$ cat config.mk
export PLATFORM = sky130hd
export DESIGN_NAME = sff_serial_frame
export DESIGN_NICKNAME = d
export VERILOG_FILES = /design/src/common/sff_pkg.sv /design/src/sff_serial_frame.sv /design/src/sff_pair_buf.sv
export SDC_FILE = /design/constraint.sdc
export NUM_CORES = 1
export LEC_CHECK = 0
export BUFFER_PORTS_ARGS = -buffer_cell sky130_fd_sc_hd__buf_2
export CAP_MARGIN = 20
export CORE_ASPECT_RATIO = 0.9
export CORE_MARGIN = 2
export CORE_UTILIZATION = 40
export CTS_BUF_LIST = sky130_fd_sc_hd__clkbuf_16
export DETAILED_ROUTE_END_ITERATION = 7
export PLACE_DENSITY = 0.6
export SETUP_SLACK_MARGIN = 0.5
export SLEW_MARGIN = 20
export SYNTH_ARGS = -nofsm -noshare
export SYNTH_HDL_FRONTEND = slang
export SYNTH_SLANG_ARGS = --single-unit
$ cat constraint.sdc
create_clock -name ref_clk -period 3.5 [get_ports ref_clk]
set_clock_uncertainty 0.15 [all_clocks]
set_input_delay 0.175 -clock ref_clk [delete_from_list [all_inputs] [get_ports ref_clk]]
set_output_delay 0.175 -clock ref_clk [all_outputs]
set_load 0.1 [all_outputs]
$ cat src/common/sff_pkg.sv
// Shared constants, types and helpers of the serial frame format block.
package sff_pkg;

  localparam int          REG_AW        = 2;
  localparam int          REG_DW        = 8;
  localparam logic [1:0]  OFS_MODE      = 2'h0;
  localparam logic [1:0]  OFS_CTRL      = 2'h1;
  localparam logic [1:0]  OFS_STAT      = 2'h2;

  localparam int          MODE_CKS_LO   = 0;
  localparam int          MODE_CKS_HI   = 1;
  localparam int          MODE_MP       = 2;
  localparam int          MODE_STOP     = 3;
  localparam int          MODE_ODD      = 4;
  localparam int          MODE_PE       = 5;
  localparam int          MODE_CHR      = 6;
  localparam int          MODE_SYNC     = 7;
  localparam logic [7:0]  MODE_RESET    = 8'h00;

  localparam int          CTRL_TX_EN    = 0;
  localparam int          CTRL_RX_EN    = 1;
  localparam int          CTRL_MPB      = 2;
  localparam logic [7:0]  CTRL_RESET    = 8'h00;

  localparam int          STAT_TX_BUSY  = 0;
  localparam int          STAT_RX_BUSY  = 1;
  localparam int          STAT_OVERRUN  = 2;
  localparam int          STAT_PAR_ERR  = 3;
  localparam int          STAT_FRM_ERR  = 4;
  localparam int          STAT_MPB      = 5;

  localparam logic [5:0]  PRESC_DIV1    = 6'h00;
  localparam logic [5:0]  PRESC_DIV4    = 6'h03;
  localparam logic [5:0]  PRESC_DIV16   = 6'h0f;
  localparam logic [5:0]  PRESC_DIV64   = 6'h3f;

  localparam logic [3:0]  OVS_LAST      = 4'hf;
  localparam logic [3:0]  OVS_HALF      = 4'h7;
  localparam logic [3:0]  BITS_LONG     = 4'h8;
  localparam logic [3:0]  BITS_SHORT    = 4'h7;
  localparam int          RX_WORD_W     = 10;

  typedef enum logic [2:0] {
    ST_IDLE  = 3'b000,
    ST_START = 3'b001,
    ST_DATA  = 3'b010,
    ST_PAR   = 3'b011,
    ST_STOP  = 3'b100
  } sff_state_t;

  function automatic logic [5:0] presc_limit(input logic [1:0] sel);
    case (sel)
      2'h0:    presc_limit = PRESC_DIV1;
      2'h1:    presc_limit = PRESC_DIV4;
      2'h2:    presc_limit = PRESC_DIV16;
      default: presc_limit = PRESC_DIV64;
    endcase
  endfunction : presc_limit

  // Clears every setting that the current combination makes void.
  function automatic logic [7:0] eff_mode(input logic [7:0] m);
    logic [7:0] e;
    e = m;
    if (e[MODE_SYNC]) begin
      e[MODE_PE]   = 1'b0;
      e[MODE_ODD]  = 1'b0;
      e[MODE_STOP] = 1'b0;
      e[MODE_MP]   = 1'b0;
      e[MODE_CHR]  = 1'b0;
    end
    if (e[MODE_MP]) begin
      e[MODE_PE]   = 1'b0;
    end
    if (!e[MODE_PE]) begin
      e[MODE_ODD]  = 1'b0;
    end
    eff_mode = e;
  endfunction : eff_mode

  function automatic logic char_parity(input logic [7:0] d, input logic seven,
                                       input logic odd);
    logic [7:0] m;
    m = d;
    if (seven) begin
      m[7] = 1'b0;
    end
    char_parity = (^m) ^ odd;
  endfunction : char_parity

endpackage : sff_pkg

$ cat src/sff_serial_frame.sv
// Serial channel with programmable frame format and baud prescaler.
// Function
// - Parity off: none added or checked.
// - Transmitter appends parity of chosen sense.
// - Receiver checks parity of chosen sense.
// - Odd/even only matters async with parity.
// - Even parity: ones count even.
// - Odd parity: ones count odd.
// - Stop setting 0 sends one stop bit.
// - Stop setting 1 sends two stop bits.
// - Clocked mode sends no stop bits.
// - Receiver checks only first stop bit.
// - Low after first stop starts next character.
// - Multiprocessor framing overrides parity settings.
// - Multiprocessor framing void in clocked mode.
// - Prescaler picks clock /1 /4 /16 /64.
// - Mode bit: 0 asynchronous, 1 clocked.
// - Clocked mode never adds parity.
// - Seven or eight bits async, eight clocked.
//
// Decided for this implementation: the register addresses and the strobed register port.
module sff_serial_frame
  import sff_pkg::*;
(
  // Clock and reset.
  input  wire logic              ref_clk,
  input  wire logic              arst_n,
  // Register port.
  input  wire logic [REG_AW-1:0] reg_addr,
  input  wire logic [REG_DW-1:0] reg_wdata,
  input  wire logic              reg_wr,
  input  wire logic              reg_rd,
  output logic [REG_DW-1:0]      reg_rdata,
  // Transmit stream.
  input  wire logic              tx_valid,
  input  wire logic [7:0]        tx_data,
  output logic                   tx_ready,
  // Receive stream.
  output logic                   rx_valid,
  output logic [7:0]             rx_data,
  output logic                   rx_parity_err,
  output logic                   rx_frame_err,
  input  wire logic              rx_ready,
  // Line pins.
  output logic                   txd,
  output logic                   sclk,
  input  wire logic              rxd
);

  logic [7:0]           mode_q, ctrl_q;
  logic [5:0]           stat_q;
  logic [5:0]           presc_q;
  logic                 ptick;
  sff_state_t           tx_st_q, rx_st_q;
  logic [7:0]           tx_cfg_q, rx_cfg_q, tx_sh_q, rx_sh_q;
  logic [3:0]           tx_tk_q, rx_tk_q, tx_cnt_q, rx_cnt_q;
  logic                 tx_par_q, tx_stop2_q, tx_bit_end;
  logic                 rxd_s1_q, rxd_s2_q, rxd_s3_q, rxd_f_q, rxd_prev_q;
  logic                 rx_push_q, rx_perr_q, rx_ferr_q, buf_in_ready;
  logic [RX_WORD_W-1:0] rx_word_q, buf_out;
  logic                 sync_sample;

  // Baud prescaler: one tick every 1, 4, 16 or 64 clocks.
  always_ff @(posedge ref_clk or negedge arst_n) begin
    if (!arst_n) begin
      presc_q <= PRESC_DIV1;
    end else if (presc_q >= presc_limit(mode_q[MODE_CKS_HI:MODE_CKS_LO])) begin
      presc_q <= PRESC_DIV1;
    end else begin
      presc_q <= presc_q + 6'h01;
    end
  end

  assign ptick = (presc_q >= presc_limit(mode_q[MODE_CKS_HI:MODE_CKS_LO]));

  // Mode and control registers.
  always_ff @(posedge ref_clk or negedge arst_n) begin
    if (!arst_n) begin
      mode_q <= MODE_RESET;
      ctrl_q <= CTRL_RESET;
    end else if (reg_wr) begin
      if (reg_addr == OFS_MODE) begin
        mode_q <= reg_wdata;
      end else if (reg_addr == OFS_CTRL) begin
        ctrl_q <= reg_wdata;
      end
    end
  end

  // Status: the error flags are sticky, and a new event wins over a write-one clear in the same cycle.
  always_ff @(posedge ref_clk or negedge arst_n) begin
    if (!arst_n) begin
      stat_q <= 6'h00;
    end else begin
      if (reg_wr && reg_addr == OFS_STAT) begin
        stat_q[STAT_FRM_ERR:STAT_OVERRUN] <= stat_q[STAT_FRM_ERR:STAT_OVERRUN]
                                             & ~reg_wdata[STAT_FRM_ERR:STAT_OVERRUN]
                                             | {rx_push_q & rx_ferr_q,
                                                rx_push_q & rx_perr_q,
                                                rx_push_q & ~buf_in_ready};
      end else begin
        stat_q[STAT_FRM_ERR:STAT_OVERRUN] <= stat_q[STAT_FRM_ERR:STAT_OVERRUN]
                                             | {rx_push_q & rx_ferr_q,
                                                rx_push_q & rx_perr_q,
                                                rx_push_q & ~buf_in_ready};
      end
      stat_q[STAT_TX_BUSY] <= (tx_st_q != ST_IDLE);
      stat_q[STAT_RX_BUSY] <= (rx_st_q != ST_IDLE);
      if (rx_st_q == ST_PAR && rx_cfg_q[MODE_MP] && ptick && rx_tk_q == OVS_LAST) begin
        stat_q[STAT_MPB] <= rxd_f_q;
      end
    end
  end

  // Read data stands only in the cycle after the read strobe.
  always_ff @(posedge ref_clk or negedge arst_n) begin
    if (!arst_n) begin
      reg_rdata <= 8'h00;
    end else if (!reg_rd) begin
      reg_rdata <= 8'h00;
    end else if (reg_addr == OFS_MODE) begin
      reg_rdata <= mode_q;
    end else if (reg_addr == OFS_CTRL) begin
      reg_rdata <= ctrl_q;
    end else if (reg_addr == OFS_STAT) begin
      reg_rdata <= {2'h0, stat_q};
    end else begin
      reg_rdata <= 8'h00;
    end
  end

  // Transmitter. The format is frozen at the start of each character, so a
  // mode write during a frame affects the next one, except the prescaler select, which changes the bit rate at once.
  assign tx_bit_end = ptick && (tx_tk_q == OVS_LAST);

  always_ff @(posedge ref_clk or negedge arst_n) begin
    if (!arst_n) begin
      tx_st_q    <= ST_IDLE;
      tx_cfg_q   <= MODE_RESET;
      tx_sh_q    <= 8'h00;
      tx_tk_q    <= 4'h0;
      tx_cnt_q   <= 4'h0;
      tx_par_q   <= 1'b0;
      tx_stop2_q <= 1'b0;
    end else begin
      if (tx_st_q != ST_IDLE && ptick) begin
        tx_tk_q <= tx_tk_q + 4'h1;
      end
      case (tx_st_q)
        ST_IDLE: begin
          if (tx_valid && tx_ready) begin
            tx_cfg_q   <= eff_mode(mode_q);
            tx_sh_q    <= tx_data;
            tx_par_q   <= mode_q[MODE_MP] ? ctrl_q[CTRL_MPB]
                          : char_parity(tx_data, mode_q[MODE_CHR], mode_q[MODE_ODD]);
            tx_tk_q    <= 4'h0;
            tx_cnt_q   <= 4'h0;
            tx_stop2_q <= 1'b0;
            tx_st_q    <= mode_q[MODE_SYNC] ? ST_DATA : ST_START;
          end
        end
        ST_START: begin
          if (tx_bit_end) begin
            tx_st_q <= ST_DATA;
          end
        end
        ST_DATA: begin
          if (tx_bit_end) begin
            tx_sh_q  <= {1'b0, tx_sh_q[7:1]};
            tx_cnt_q <= tx_cnt_q + 4'h1;
            if (tx_cnt_q == (tx_cfg_q[MODE_CHR] ? BITS_SHORT : BITS_LONG) - 4'h1) begin
              if (tx_cfg_q[MODE_PE] || tx_cfg_q[MODE_MP]) begin
                tx_st_q <= ST_PAR;
              end else if (tx_cfg_q[MODE_SYNC]) begin
                tx_st_q <= ST_IDLE;
              end else begin
                tx_st_q <= ST_STOP;
              end
            end
          end
        end
        ST_PAR: begin
          if (tx_bit_end) begin
            tx_st_q <= ST_STOP;
          end
        end
        ST_STOP: begin
          if (tx_bit_end) begin
            if (tx_cfg_q[MODE_STOP] && !tx_stop2_q) begin
              tx_stop2_q <= 1'b1;
            end else begin
              tx_st_q <= ST_IDLE;
            end
          end
        end
        default: begin
          tx_st_q <= ST_IDLE;
        end
      endcase
    end
  end

  // Line outputs are registered, one clock behind the state.
  always_ff @(posedge ref_clk or negedge arst_n) begin
    if (!arst_n) begin
      txd      <= 1'b1;
      sclk     <= 1'b1;
      tx_ready <= 1'b0;
    end else begin
      tx_ready <= (tx_st_q == ST_IDLE) && ctrl_q[CTRL_TX_EN] && !(tx_valid && tx_ready);
      sclk     <= !(tx_cfg_q[MODE_SYNC] && tx_st_q == ST_DATA && tx_tk_q <= OVS_HALF);
      case (tx_st_q)
        ST_START: txd <= 1'b0;
        ST_DATA:  txd <= tx_sh_q[0];
        ST_PAR:   txd <= tx_par_q;
        default:  txd <= 1'b1;
      endcase
    end
  end

  // Line input synchroniser; a change counts once stages two and three agree.
  always_ff @(posedge ref_clk or negedge arst_n) begin
    if (!arst_n) begin
      rxd_s1_q   <= 1'b1;
      rxd_s2_q   <= 1'b1;
      rxd_s3_q   <= 1'b1;
      rxd_f_q    <= 1'b1;
      rxd_prev_q <= 1'b1;
    end else begin
      rxd_s1_q   <= rxd;
      rxd_s2_q   <= rxd_s1_q;
      rxd_s3_q   <= rxd_s2_q;
      rxd_prev_q <= rxd_f_q;
      if (rxd_s2_q == rxd_s3_q) begin
        rxd_f_q <= rxd_s3_q;
      end
    end
  end

  // Clocked mode receives on the transmitter's own bit clock, at mid bit.
  assign sync_sample = tx_cfg_q[MODE_SYNC] && tx_st_q == ST_DATA && ptick && tx_tk_q == OVS_HALF;

  // Receiver. Async bits are sampled at mid bit, 8 ticks after the start edge.
  always_ff @(posedge ref_clk or negedge arst_n) begin
    if (!arst_n) begin
      rx_st_q   <= ST_IDLE;
      rx_cfg_q  <= MODE_RESET;
      rx_sh_q   <= 8'h00;
      rx_tk_q   <= 4'h0;
      rx_cnt_q  <= 4'h0;
      rx_perr_q <= 1'b0;
      rx_ferr_q <= 1'b0;
      rx_push_q <= 1'b0;
      rx_word_q <= '0;
    end else begin
      rx_push_q <= 1'b0;
      if (rx_st_q != ST_IDLE && ptick) begin
        rx_tk_q <= rx_tk_q + 4'h1;
      end
      case (rx_st_q)
        ST_IDLE: begin
          rx_cfg_q  <= eff_mode(mode_q);
          rx_tk_q   <= 4'h0;
          rx_cnt_q  <= 4'h0;
          rx_perr_q <= 1'b0;
          rx_ferr_q <= 1'b0;
          if (ctrl_q[CTRL_RX_EN] && mode_q[MODE_SYNC] && sync_sample) begin
            rx_sh_q  <= {rxd_f_q, rx_sh_q[7:1]};
            rx_cnt_q <= 4'h1;
            rx_st_q  <= ST_DATA;
          end else if (ctrl_q[CTRL_RX_EN] && !mode_q[MODE_SYNC] && rxd_prev_q && !rxd_f_q) begin
            rx_st_q <= ST_START;
          end
        end
        ST_START: begin
          if (ptick && rx_tk_q == OVS_HALF) begin
            rx_tk_q <= 4'h0;
            rx_st_q <= rxd_f_q ? ST_IDLE : ST_DATA;
          end
        end
        ST_DATA: begin
          if (rx_cfg_q[MODE_SYNC] ? sync_sample : (ptick && rx_tk_q == OVS_LAST)) begin
            rx_sh_q  <= {rxd_f_q, rx_sh_q[7:1]};
            rx_cnt_q <= rx_cnt_q + 4'h1;
            if (rx_cnt_q == (rx_cfg_q[MODE_CHR] ? BITS_SHORT : BITS_LONG) - 4'h1) begin
              if (rx_cfg_q[MODE_SYNC]) begin
                rx_push_q <= 1'b1;
                rx_word_q <= {2'b00, rxd_f_q, rx_sh_q[7:1]};
                rx_st_q   <= ST_IDLE;
              end else if (rx_cfg_q[MODE_PE] || rx_cfg_q[MODE_MP]) begin
                rx_st_q <= ST_PAR;
              end else begin
                rx_st_q <= ST_STOP;
              end
            end
          end
        end
        ST_PAR: begin
          if (ptick && rx_tk_q == OVS_LAST) begin
            rx_perr_q <= rx_cfg_q[MODE_PE]
                         && (char_parity(rx_cfg_q[MODE_CHR] ? {1'b0, rx_sh_q[7:1]} : rx_sh_q,
                                         1'b0, rx_cfg_q[MODE_ODD]) != rxd_f_q);
            rx_st_q   <= ST_STOP;
          end
        end
        ST_STOP: begin
          if (ptick && rx_tk_q == OVS_LAST) begin
            rx_ferr_q <= !rxd_f_q;
            rx_push_q <= 1'b1;
            rx_word_q <= {rx_perr_q, !rxd_f_q,
                          rx_cfg_q[MODE_CHR] ? {1'b0, rx_sh_q[7:1]} : rx_sh_q};
            rx_st_q   <= ST_IDLE;
          end
        end
        default: begin
          rx_st_q <= ST_IDLE;
        end
      endcase
    end
  end

  // A word pushed while both entries are held is dropped and flagged.
  sff_pair_buf #(
    .W (RX_WORD_W)
  ) u_rx_buf (
    .ref_clk   (ref_clk),
    .arst_n    (arst_n),
    .in_valid  (rx_push_q),
    .in_data   (rx_word_q),
    .in_ready  (buf_in_ready),
    .out_valid (rx_valid),
    .out_data  (buf_out),
    .out_ready (rx_ready)
  );

  assign rx_data       = buf_out[7:0];
  assign rx_frame_err  = buf_out[8];
  assign rx_parity_err = buf_out[9];

endmodule : sff_serial_frame

$ cat src/sff_pair_buf.sv
// Two-entry valid/ready buffer with registered outputs.
module sff_pair_buf #(
  parameter int W = 10
) (
  // Clock and reset.
  input  wire logic         ref_clk,
  input  wire logic         arst_n,
  // Filling side.
  input  wire logic         in_valid,
  input  wire logic [W-1:0] in_data,
  output logic              in_ready,
  // Draining side.
  output logic              out_valid,
  output logic [W-1:0]      out_data,
  input  wire logic         out_ready
);

  logic         head_v_q, head_v_d, spare_v_q, spare_v_d;
  logic [W-1:0] head_q, head_d, spare_q, spare_d;
  logic         pop, push;

  assign pop       = head_v_q & out_ready;
  assign push      = in_valid & in_ready;
  assign out_valid = head_v_q;
  assign out_data  = head_q;

  always_comb begin
    head_v_d  = head_v_q;
    spare_v_d = spare_v_q;
    head_d    = head_q;
    spare_d   = spare_q;
    if (pop) begin
      if (spare_v_q) begin
        head_d    = spare_q;
        spare_v_d = 1'b0;
      end else begin
        head_v_d  = 1'b0;
      end
    end
    if (push) begin
      if (!head_v_d) begin
        head_d   = in_data;
        head_v_d = 1'b1;
      end else begin
        spare_d   = in_data;
        spare_v_d = 1'b1;
      end
    end
  end

  always_ff @(posedge ref_clk or negedge arst_n) begin
    if (!arst_n) begin
      head_v_q  <= 1'b0;
      spare_v_q <= 1'b0;
      head_q    <= '0;
      spare_q   <= '0;
      in_ready  <= 1'b1;
    end else begin
      head_v_q  <= head_v_d;
      spare_v_q <= spare_v_d;
      head_q    <= head_d;
      spare_q   <= spare_d;
      in_ready  <= ~spare_v_d;
    end
  end

endmodule : sff_pair_buf

==> reports/qor.yml, run 1 <==
logic_synthesis:
  synth-async-reset-ratio_pct: 100
  synth_area_leaders: "dfrtp_1 (49%), mux2_2 (7.9%), mux2i_1 (4.5%)"
  synth_cell_types: 65
  synth_top_cell_area_share_pct: 48.6
  syn_area_mm2: 0.00628
  syn_area_per_cell_um2: 11.1
  dominantRegCellSynth: "dfrtp_1"
  synthCells: 568
  synth_area_leader_cell: "dfrtp_1"
  synth-edff-count: 0
  synth_fp_nets: 604
  ys_seq_elements: 130
  ys_warn_count: 0
  ys_seq_area_share_pct: 51.9
floorplanning:
  num_rows: 43
  fp.coreArea_mm2: 0.0154
  boundaryPins: 47
  dieWidth_um: 136
  die-area_mm2: 0.0167
  die_y_um: 123
  initial_utilization_pct: 40.8
placed_design:
  routabilityCongestion: 0.871
  place.detailed.hpwl_um: 9400
  portBuffers: 46
  preCtsSetupSlack_ns: 0.637
critical_path:
  crit_type: "reg2reg"
  critPathCaptureType: "flip-flop"
  crit_path_max_fanout: 21
  required_ns: 3.65
  worstPathArrival_ns: 2.89
  cpPeakStageDelay_ns: 0.40
  crit_path_start_kind: "flip-flop"
  crit_chain: "or2_2 -> ha_1 -> nand2b_1 -> a21oi_1 -> o221ai_1 -> buf_4 -> a21oi_1 -> or2_1 -> mux2_2"
  crit_slowest_cell: "dfrtp_1"
  crit_top_cell: "a21oi_1"
finish:
  utilization_pct: 48.5
  fill_cells: 1423
  layout_common_cells: "dfrtp_1 (122), nand2_1 (70), o21ai_0 (50), buf_2 (45), mux2_2 (44)"
  finish.net_count: 668
  final_common_cell: "dfrtp_1"
  diodes: 0
  multiInputGateArea_mm2: 0.00285
  synthToLayoutAreaGrowth_pct: 18.9
  seq_area_mm2: 0.00326
  post_route_cells_drive_above_1_share_pct: 23.6
timing:
  max_slew_margin_pct: 41.3
  post-route-period-util_pct: 78.2
  rsz0062_at_grt: "no"
  fin_ws_ns: 0.763
  maxSlewViolCount: 0
  hold_viol: 0
  period_needed_ns: 2.74
  setup_viol: 0
  tns_ns: 0
  tightestPinTransition_ns: 0.881
  fmax_ghz: 0.365
  hold_ws_ns: 0.0336
clock_network:
  clock_path_buffers: 2
  root_buffer: "clkbuf_16"
  htreeDepth: 4
  cts_tree: "built"
  cts_sinks: 130
  clkTransAtPathRegs_ns: 0.06
  cts_setup_buffers: 0
  clk_latency_ns: 0.42
  cts_buffers: 17
route:
  ant_nets: 0
  vias: 4441
  routed_wl_um: 13500
  vias_per_cell: 5.24
  drc: 0
  firstDrtPassIters: 4
  drt_iter0_markers: 299
  wl_per_cell_um: 15.9
global_route:
  grt_max_degree: 71
  antenna_found_initial: 0
  grt-ovfl-total: 0
  use_met1_pct: 25.1
  use_met2_pct: 27.6
  grtUsageMet3_pct: 4.43
  top_usage_layer: "met2"
  grt_pass1_wl_um: 23300
  grt_pass1_vias: 4502
  track_usage_pct: 17.8
power_and_ir_drop:
  clockPowerShare_pct: 33.4
  p_comb_share_pct: 27.3
  power_frac_seq_pct: 39.3
  p_per_area_mw_per_mm2: 681
  internal_power_mw: 3.27
  p_sw_mw: 1.81
  leakage_nw: 3.53
  swShare_pct: 35.7
  vdd_drop_max_v: 0.000327
  total_power_mw: 5.09
run_status:
  status: "complete, no violations"
worst_hold_path:
  hold_path_class: "in2reg"
job:
  cap_violations: 0
## worst paths after layout
| check | from | end | slack [ns] | cells after the start |
|---|---|---|---|---|
| min in group asynchronous | arst_n | tx_sh_q[4]$_DFFE_PN0P_ | 0.28 | 2 |
| worst min-delay path | tx_valid | tx_ready$_DFF_PN0_ | 0.03 | 3 |
| max in group asynchronous | arst_n | rxd_prev_q$_DFF_PN1_ | 2.06 | 3 |
| worst max register to register | mode_q[0]$_DFFE_PN0P_ | tx_st_q[0]$_DFFE_PN0P_ | 0.76 | 9 |
| worst max-delay path | mode_q[0]$_DFFE_PN0P_ | tx_st_q[0]$_DFFE_PN0P_ | 0.76 | 9 |
| worst min register to register | rxd_s1_q$_DFF_PN1_ | rxd_s2_q$_DFF_PN1_ | 0.21 | 0 |
## routing by layer
| metal | vias up | wire length (um) |
|---|---|---|
| li1 | 2130 | - |
| met1 | 2199 | 6540 |
| met2 | 103 | 6290 |
| met3 | 9 | 549 |
| met4 | 0 | 126 |
| met5 | - | 0 |
## Yosys cell counts, types with 3 or more instances
cell type,count
nand3b_1,3
o21ai_0,50
dfrtp_1,122
buf_4,3
nand4_1,9
and2_1,7
nor2_1,33
xnor2_1,17
ha_1,11
nand3_1,16
a22o_1,5
inv_1,10
clkbuf_1,14
mux2_1,7
dfstp_2,8
mux2i_1,28
nand2b_1,9
nor3_1,7
xor2_1,12
a21oi_1,13
o211ai_1,4
and3_1,4
nand2_1,70
nor2b_1,4
buf_2,7
mux2_2,44
## cell type report
| type | instances | share of cell area, % |
|---|---|---|
| clock buffer | 17 | 5.70 |
| clock inverter | 15 | 1.94 |
| inverter | 12 | 0.603 |
| multi-input combinational | 400 | 38.2 |
| sequential | 130 | 43.7 |
| tap | 202 | 3.38 |
| timing repair buffer | 71 | 6.50 |
## kinds of logic after synthesis
group / synth area share [%]
flops: 51.9
mux: 13.6
compound gates: 9.86
fa+ha+maj: 2.35
xor+xnor: 4.40
simple gates: 15.0
buf+inv: 2.83
## power by group through the flow
stage	registers [mW]	logic [mW]	clock network (mW)
6_report	2.00	1.39	1.70
5_1_grt	2.04	1.54	1.81
3_3_place_gp	2.01	1.32	0
4_1_cts	1.99	1.39	1.74
2_1_floorplan	1.94	1.11	0
3_5_place_dp	2.01	1.37	0
## worst max-delay path, delay by kind of cell, from the launching register on
family / cells / cell delay (ns)
AND/OR/NAND/NOR: 3 / 0.64
buffers and inverters: 1 / 0.25
multiplexers: 1 / 0.34
AO/OA/AOI/OAI: 3 / 0.57
flip-flops: 1 / 0.40
adder cells (fa/ha/maj): 1 / 0.27
## registers in the layout, summed over array words and instances (netlist names), 8 cells and up
name               count
u_rx_buf.spare_q      10
rx_word_q             10
u_rx_buf.out_data     10
reg_rdata              8
tx_sh_q                8
mode_q                 8
rx_sh_q                8
ctrl_q                 8
## what timing repair did
action | CTS | global route
hold endpoints to repair | 100 | 0
gates resized for setup | 0 | 1
hold buffers | 21 | 0
endpoints found under the setup margin | 0 | 9
## metrics by stage
stage / instances / cell area (um^2)
6_report: 847 / 7470
5_1_grt: 847 / 7470
4_1_cts: 847 / 7460
3_5_place_dp: 794 / 6680
3_3_place_gp: 794 / 6680
2_1_floorplan: 568 / 6280
(Power assumes the default switching activity.)
==> inputs of run 2 (changes only) <==
--- a/config.mk
+++ b/config.mk
@@ -5,6 +5,7 @@
 export SDC_FILE = /design/constraint.sdc
 export NUM_CORES = 1
 export LEC_CHECK = 0
+export ABC_AREA = 1
 export BUFFER_PORTS_ARGS = -buffer_cell sky130_fd_sc_hd__buf_2
 export CAP_MARGIN = 20
 export CORE_ASPECT_RATIO = 0.9
@@ -12,7 +13,7 @@
 export CORE_UTILIZATION = 40
 export CTS_BUF_LIST = sky130_fd_sc_hd__clkbuf_16
 export DETAILED_ROUTE_END_ITERATION = 7
-export PLACE_DENSITY = 0.6
+export PLACE_DENSITY = 0.62
 export SETUP_SLACK_MARGIN = 0.5
 export SLEW_MARGIN = 20
 export SYNTH_ARGS = -nofsm -noshare
==> constraint.sdc (replaced) <==
create_clock -name ref_clk -period 2.5 [get_ports ref_clk]
set_clock_uncertainty 0.15 [all_clocks]
set_input_delay 0.125 -clock ref_clk [delete_from_list [all_inputs] [get_ports ref_clk]]
set_output_delay 0.125 -clock ref_clk [all_outputs]
set_load 0.1 [all_outputs]
==> reports/qor.yml, run 2 <==
clock_network:
  cts_tree: "built"
  clkTransAtPathRegs_ns: 0.06
  htreeDepth: 4
  cts_sinks: 130
  clk_latency_ns: 0.42
  root_buffer: "clkbuf_16"
  clock_path_buffers: 2
  cts_buffers: 17
route:
  drt_iter0_markers: 329
  routed_wl_um: 13800
  vias: 5120
  drc: 0
  ant_nets: 0
  wl_per_cell_um: 12.8
  firstDrtPassIters: 4
  vias_per_cell: 4.77
placed_design:
  preCtsSetupSlack_ns: 0.157
  portBuffers: 46
  placed_cell_area_mm2: 0.00684
  place.detailed.hpwl_um: 8910
  routabilityCongestion: 0.862
floorplanning:
  fp.coreArea_mm2: 0.0155
  die-area_mm2: 0.0169
  initial_utilization_pct: 41.0
  num_rows: 43
  dieWidth_um: 137
  die_y_um: 124
  boundaryPins: 47
worst_hold_path:
  hold_path_class: "in2async"
critical_path:
  cpPeakStageDelay_ns: 0.39
  crit_chain: "nor2_2 -> buf_4 -> buf_4 -> ha_1 -> nand2_1 -> nand2_1 -> nand2_2 -> nand2_4 -> buf_6 -> nand3_2 -> nand2_2 -> nand2_4 -> nand2_4 -> nand3_2 -> o21ai_1"
  reg2reg_slack_ns: 0.29
  crit_type: "reg2reg"
  crit_cells: 15
  critPathCapture: "rx_cnt_q[1]$_DFFE_PN0P_"
  cp_num_buf_inv: 3
  crit_top_cell: "nand2_4"
  critPathCaptureType: "flip-flop"
  worstPathArrival_ns: 2.40
  cp-startpoint: "mode_q[1]$_DFFE_PN0P_"
  required_ns: 2.69
  crit_path_max_fanout: 7
  crit_slowest_cell: "dfrtp_1"
  crit_family: "simple AND/OR/NAND/NOR gates"
  r2r-start: "mode_q[1]$_DFFE_PN0P_"
  reg2reg_depth: 15
  reg2reg_to: "rx_cnt_q[1]$_DFFE_PN0P_"
  crit_path_start_kind: "flip-flop"
logic_synthesis:
  ys_seq_area_share_pct: 51.3
  syn_area_per_cell_um2: 8.40
  synth_top_family_by_area: "simple AND/OR/NAND/NOR gates"
  ys_warn_count: 0
  dominantRegCellSynth: "dfrtp_1"
  synth_area_leaders: "dfrtp_1 (48%), nand2_1 (12%), inv_1 (6.0%)"
  synthMostInstantiatedCell: "nand2_1"
  synth_compound_area_share_pct: 12.7
  yosys.area_share.simple_pct: 22.3
  synth_area_leader_cell: "dfrtp_1"
  synth_cell_types: 44
  synth_mux_area_share_pct: 0.335
  synth_fa_ha_area_share_pct: 2.32
  synthCells: 757
  synth_xor_xnor_area_share_pct: 2.62
  synth_fp_nets: 793
  synth_top_cell_area_share_pct: 48.0
  ys_seq_elements: 130
  syn_area_mm2: 0.00636
  yosys-top-cells-count: "nand2_1 (210), dfrtp_1 (122), inv_1 (101)"
  synth-edff-count: 0
  synth-async-reset-ratio_pct: 100
global_route:
  antenna_found_initial: 0
  track_usage_pct: 17.2
  grt_pass1_wl_um: 22800
  grt-ovfl-total: 0
  grt_pass1_vias: 4699
  grt_max_degree: 70
finish:
  synthToLayoutAreaGrowth_pct: 28.1
  final_common_cell: "nand2_1"
  diodes: 0
  utilization_pct: 52.6
  layout_common_cells: "nand2_1 (192), dfrtp_1 (120), inv_1 (104), o21ai_0 (57), buf_2 (45)"
  post_route_cells_drive_above_1_share_pct: 22.7
  finish.instance_area_mm2: 0.00814
  finish.net_count: 895
timing:
  hold_viol: 0
  fmax_ghz: 0.453
  post-route-period-util_pct: 88.4
  hold_ws_ns: 0.124
  tightestPinTransition_ns: 0.665
  tns_ns: 0
  maxSlewViolCount: 0
  period_needed_ns: 2.21
  rsz0062_at_grt: "yes"
  max_slew_margin_pct: 55.7
  fin_ws_ns: 0.290
  setup_viol: 0
power_and_ir_drop:
  vdd_drop_max_v: 0.000546
  leakage_nw: 4.03
  p_per_area_mw_per_mm2: 1010
job:
  cap_violations: 0
run_status:
  status: "complete, no violations"
## run 2: cell types whose count changed in the layout (fill, tap and decap cells not counted), moves of 10 or more
cell / before / now
nand2_1: 70 / 192
inv_1: 10 / 104
mux2_2: 44 / 0
mux2i_1: 28 / 1
o21ai_1: 1 / 23
buf_4: 4 / 24
o21ai_2: 1 / 20
nand3_1: 16 / 31
nand2_2: 0 / 13
nand2_4: 0 / 12
nand3_2: 0 / 10
## run 2: worst min-delay path by stage
stage                 from                 endpoint  slack (ns)  cells past startpoint
finish              arst_n  tx_cnt_q[3]$_DFFE_PN0P_        0.12                      2
floorplan           arst_n    ctrl_q[0]$_DFFE_PN0P_       -0.32                      0
global placement    arst_n   tx_st_q[2]$_DFFE_PN0P_        0.03                      1
CTS                 arst_n   tx_st_q[2]$_DFFE_PN0P_        0.16                      2
detailed placement  arst_n   tx_st_q[2]$_DFFE_PN0P_        0.03                      1
global route        arst_n   tx_st_q[2]$_DFFE_PN0P_        0.19                      2
## run 2: cell families after synthesis
kind of cell | count (synthesis)
and+or+nand+nor | 326
muxes | 2
adders and majority gates | 12
DFF | 130
xor gates and xnor gates | 19
buffers and inverters | 126
AOI/OAI and AO/OA | 142
## run 2: layer usage
metal	part of all wire (%)	global-route usage (%)	up-vias
li1	-	-	2630
met5	0	0	-
met3	3.3	3.66	22
met2	43	24.3	91
met1	52	25.6	2377
met4	1.7	7.35	0
## run 2: what timing repair did
action,in CTS,in global routing
cloned,2,1
resized for setup,39,55
setup endpoints to repair,50,70
buffers inserted,10,6
hold buffers,26,0
endpoints found under the hold margin,107,0
pin swaps,8,13
## run 2: power by group
group / switching [mW] / total, mW / internal, mW
combinational: 1.92 / 3.00 / 1.09
clock: 0.896 / 2.43 / 1.54
sequential: 0.312 / 2.82 / 2.50
## run 2: stage by stage
stage,total power [mW],instances
6_report,8.25,1074
5_1_grt,8.77,1074
4_1_cts,7.94,1067
3_5_place_dp,5.07,997
3_3_place_gp,5.04,997
2_1_floorplan,4.58,757
## run 2: layout make-up
cell class / count / area (um^2)
Multi-Input combinational cell: 502 / 2870
Timing Repair inverter: 2 / 20.0
Clock buffer: 17 / 425
Tap cell: 202 / 253
Clock inverter: 15 / 151
Sequential cell: 130 / 3270
Timing Repair Buffer: 102 / 762
Fill cell: 1413 / 7350
Inverter: 104 / 398
==> inputs of run 3 (changes only) <==
--- a/config.mk
+++ b/config.mk
@@ -13,8 +13,8 @@
 export CORE_UTILIZATION = 40
 export CTS_BUF_LIST = sky130_fd_sc_hd__clkbuf_16
 export DETAILED_ROUTE_END_ITERATION = 7
-export PLACE_DENSITY = 0.62
-export SETUP_SLACK_MARGIN = 0.5
+export PLACE_DENSITY_LB_ADDON = 0.3
+export REMOVE_ABC_BUFFERS = 1
 export SLEW_MARGIN = 20
 export SYNTH_ARGS = -nofsm -noshare
 export SYNTH_HDL_FRONTEND = slang
==> reports/qor.yml, run 3 (same netlist as run 2, synthesis figures left out) <==
run_status:
  status: "complete, no violations"
clock_network:
  cts_tree: "built"
  root_buffer: "clkbuf_16"
  clk_latency_ns: 0.42
  clkTransAtPathRegs_ns: 0.05
  cts_setup_buffers: 0
  clock_path_buffers: 2
  cts_buffers: 17
  cts_sinks: 130
  htreeDepth: 4
timing:
  fmax_ghz: 0.444
  post-route-period-util_pct: 90.1
  maxSlewViolCount: 0
  hold_ws_ns: 0.0342
  tightestPinTransition_ns: 0.558
  period_needed_ns: 2.25
  setup_viol: 0
  hold_viol: 0
  max_slew_margin_pct: 62.8
  rsz0062_at_grt: "no"
  tns_ns: 0
floorplanning:
  fp.coreArea_mm2: 0.0155
  boundaryPins: 47
  initial_utilization_pct: 41.0
  dieWidth_um: 137
  die_y_um: 124
  die-area_mm2: 0.0169
  num_rows: 43
finish:
  fill_cells: 1462
  layout_common_cells: "nand2_1 (210), dfrtp_1 (122), inv_1 (103), o21ai_0 (73), buf_2 (45)"
  seq_area_mm2: 0.00326
  synthToLayoutAreaGrowth_pct: 19.9
  final_common_cell: "nand2_1"
  multiInputGateArea_mm2: 0.00256
  post_route_cells_drive_above_1_share_pct: 15.2
  diodes: 0
  finish.net_count: 874
  final_cells: 1053
global_route:
  grt_max_degree: 62
  antenna_found_initial: 0
  track_usage_pct: 17.3
  grt-ovfl-total: 0
  grt_pass1_vias: 4754
  grt_pass1_wl_um: 22900
route:
  firstDrtPassIters: 5
  dr_wl_met3_um: 487
  routed_wl_um: 13200
  wl_per_cell_um: 12.5
  m1WireLength_um: 6530
  vias: 5032
  drt_iter0_markers: 251
  top_layer_used: "met4"
  drc: 0
  ant_nets: 0
  vias_per_cell: 4.78
  routed-wl-met2_um: 6000
power_and_ir_drop:
  power_frac_seq_pct: 38.1
  total_power_mw: 7.37
  clockPowerShare_pct: 31.4
  swShare_pct: 36.7
  internal_power_mw: 4.67
  p_per_area_mw_per_mm2: 967
  p_sw_mw: 2.70
  vdd_drop_max_v: 0.000745
  p_comb_share_pct: 30.4
  leakage_nw: 3.81
critical_path:
  required_ns: 2.69
  reg2reg_to: "tx_cnt_q[2]$_DFFE_PN0P_"
  crit_path_max_fanout: 19
  crit_slowest_cell: "dfrtp_1"
  reg2reg_slack_ns: 0.25
  crit_chain: "nor2_1 -> inv_1 -> ha_1 -> inv_1 -> nand2_1 -> nand2_1 -> nand2_1 -> nand2_1 -> nand2_4 -> nand2_1 -> nand2_1 -> nand2_2 -> inv_6 -> nand3_1 -> o21ai_2"
  reg2reg_depth: 15
  critPathCaptureType: "flip-flop"
  worstPathArrival_ns: 2.44
  r2r-start: "mode_q[0]$_DFFE_PN0P_"
  cpPeakStageDelay_ns: 0.42
  crit_type: "reg2reg"
  crit_path_start_kind: "flip-flop"
  crit_top_cell: "nand2_1"
placed_design:
  place.detailed.hpwl_um: 9070
  routabilityCongestion: 0.819
  portBuffers: 46
  dp_cells: 996
worst_hold_path:
  hold_path_class: "in2reg"
  holdPathEnd: "reg_rdata[4]$_DFF_PN0_"
  min_path_cells: 6
  hold_path_startpoint: "reg_addr[0]"
job:
  cap_violations: 0
-- run 3: changes by cell type in the layout (fill, tap and decap cells not counted), moves of 5 or more --
cell / previous run / this run
nand3_1: 31 / 41
clkinv_2: 0 / 5
o21ai_0: 57 / 73
nand2_4: 12 / 4
o21ai_2: 20 / 12
buf_4: 24 / 12
o21ai_1: 23 / 15
nand2_2: 13 / 5
nand3_2: 10 / 1
nor2_1: 37 / 43
nand2_1: 192 / 210
-- run 3: worst max-delay path by stage --
stage / end / slack, ns / cells after the start / startpoint
after detailed placement: tx_cnt_q[2]$_DFFE_PN0P_ / 0.02 / 15 / mode_q[0]$_DFFE_PN0P_
after CTS: tx_cnt_q[2]$_DFFE_PN0P_ / 0.12 / 15 / mode_q[0]$_DFFE_PN0P_
after global placement: tx_sh_q[0]$_DFFE_PN0P_ / 0.14 / 15 / mode_q[0]$_DFFE_PN0P_
after global routing: rx_st_q[0]$_DFFE_PN0P_ / 0.002 / 16 / mode_q[0]$_DFFE_PN0P_
after floorplan: u_rx_buf.out_data[0]$_DFF_PN0_ / -0.1 / 6 / u_rx_buf.out_valid$_DFF_PN0_
final: tx_cnt_q[2]$_DFFE_PN0P_ / 0.25 / 15 / mode_q[0]$_DFFE_PN0P_
-- run 3: critical path, delay by kind of cell (launching register included) --
kind,cells,cell delay [ns]
and+or+nand+nor,10,0.95
DFF,1,0.42
buffers and inverters,3,0.27
adders and majority gates,1,0.27
AOI/OAI and AO/OA,1,0.09
-- run 3: through the flow --
stage	instance area (um^2)	utilization, %	setup WS [ns]
detailed placement	6810	44.0	0.0199
floorplan	6210	-	-0.0980
global placement	6810	44.0	0.143
CTS	7620	49.2	0.120
global route	7620	49.2	0.00202
finish	7620	49.2	0.248
-- run 3: power by group through the flow --
stage	Sequential (mW)	Clock (mW)	Combinational, mW
detailed placement	2.84	0	2.19
floorplan	2.98	0	1.46
global placement	2.84	0	2.16
CTS	2.81	2.36	2.24
finish	2.81	2.32	2.24
global route	2.87	2.47	2.58
-- run 3: metal layers --
layer	vias up	global-route usage [%]
met2	79	27.0
li1	2589	-
met1	2349	23.7
met4	0	5.73
met3	15	4.31
met5	-	0
-- run 3: area by class of cell --
type / count / area share (%)
flip-flops and latches: 130 / 42.8
multi-input cells: 501 / 33.6
repair buffers: 84 / 7.83
clock buffers: 17 / 5.58
inverters: 104 / 5.19
well taps: 202 / 3.32
clock inverters: 15 / 1.67
-- run 3: timing repair --
action	CTS	global route
gates resized for setup	1	2
hold buffers	25	0
hold endpoints to repair	103	0
cloned	0	0
endpoints found under the setup margin	1	25
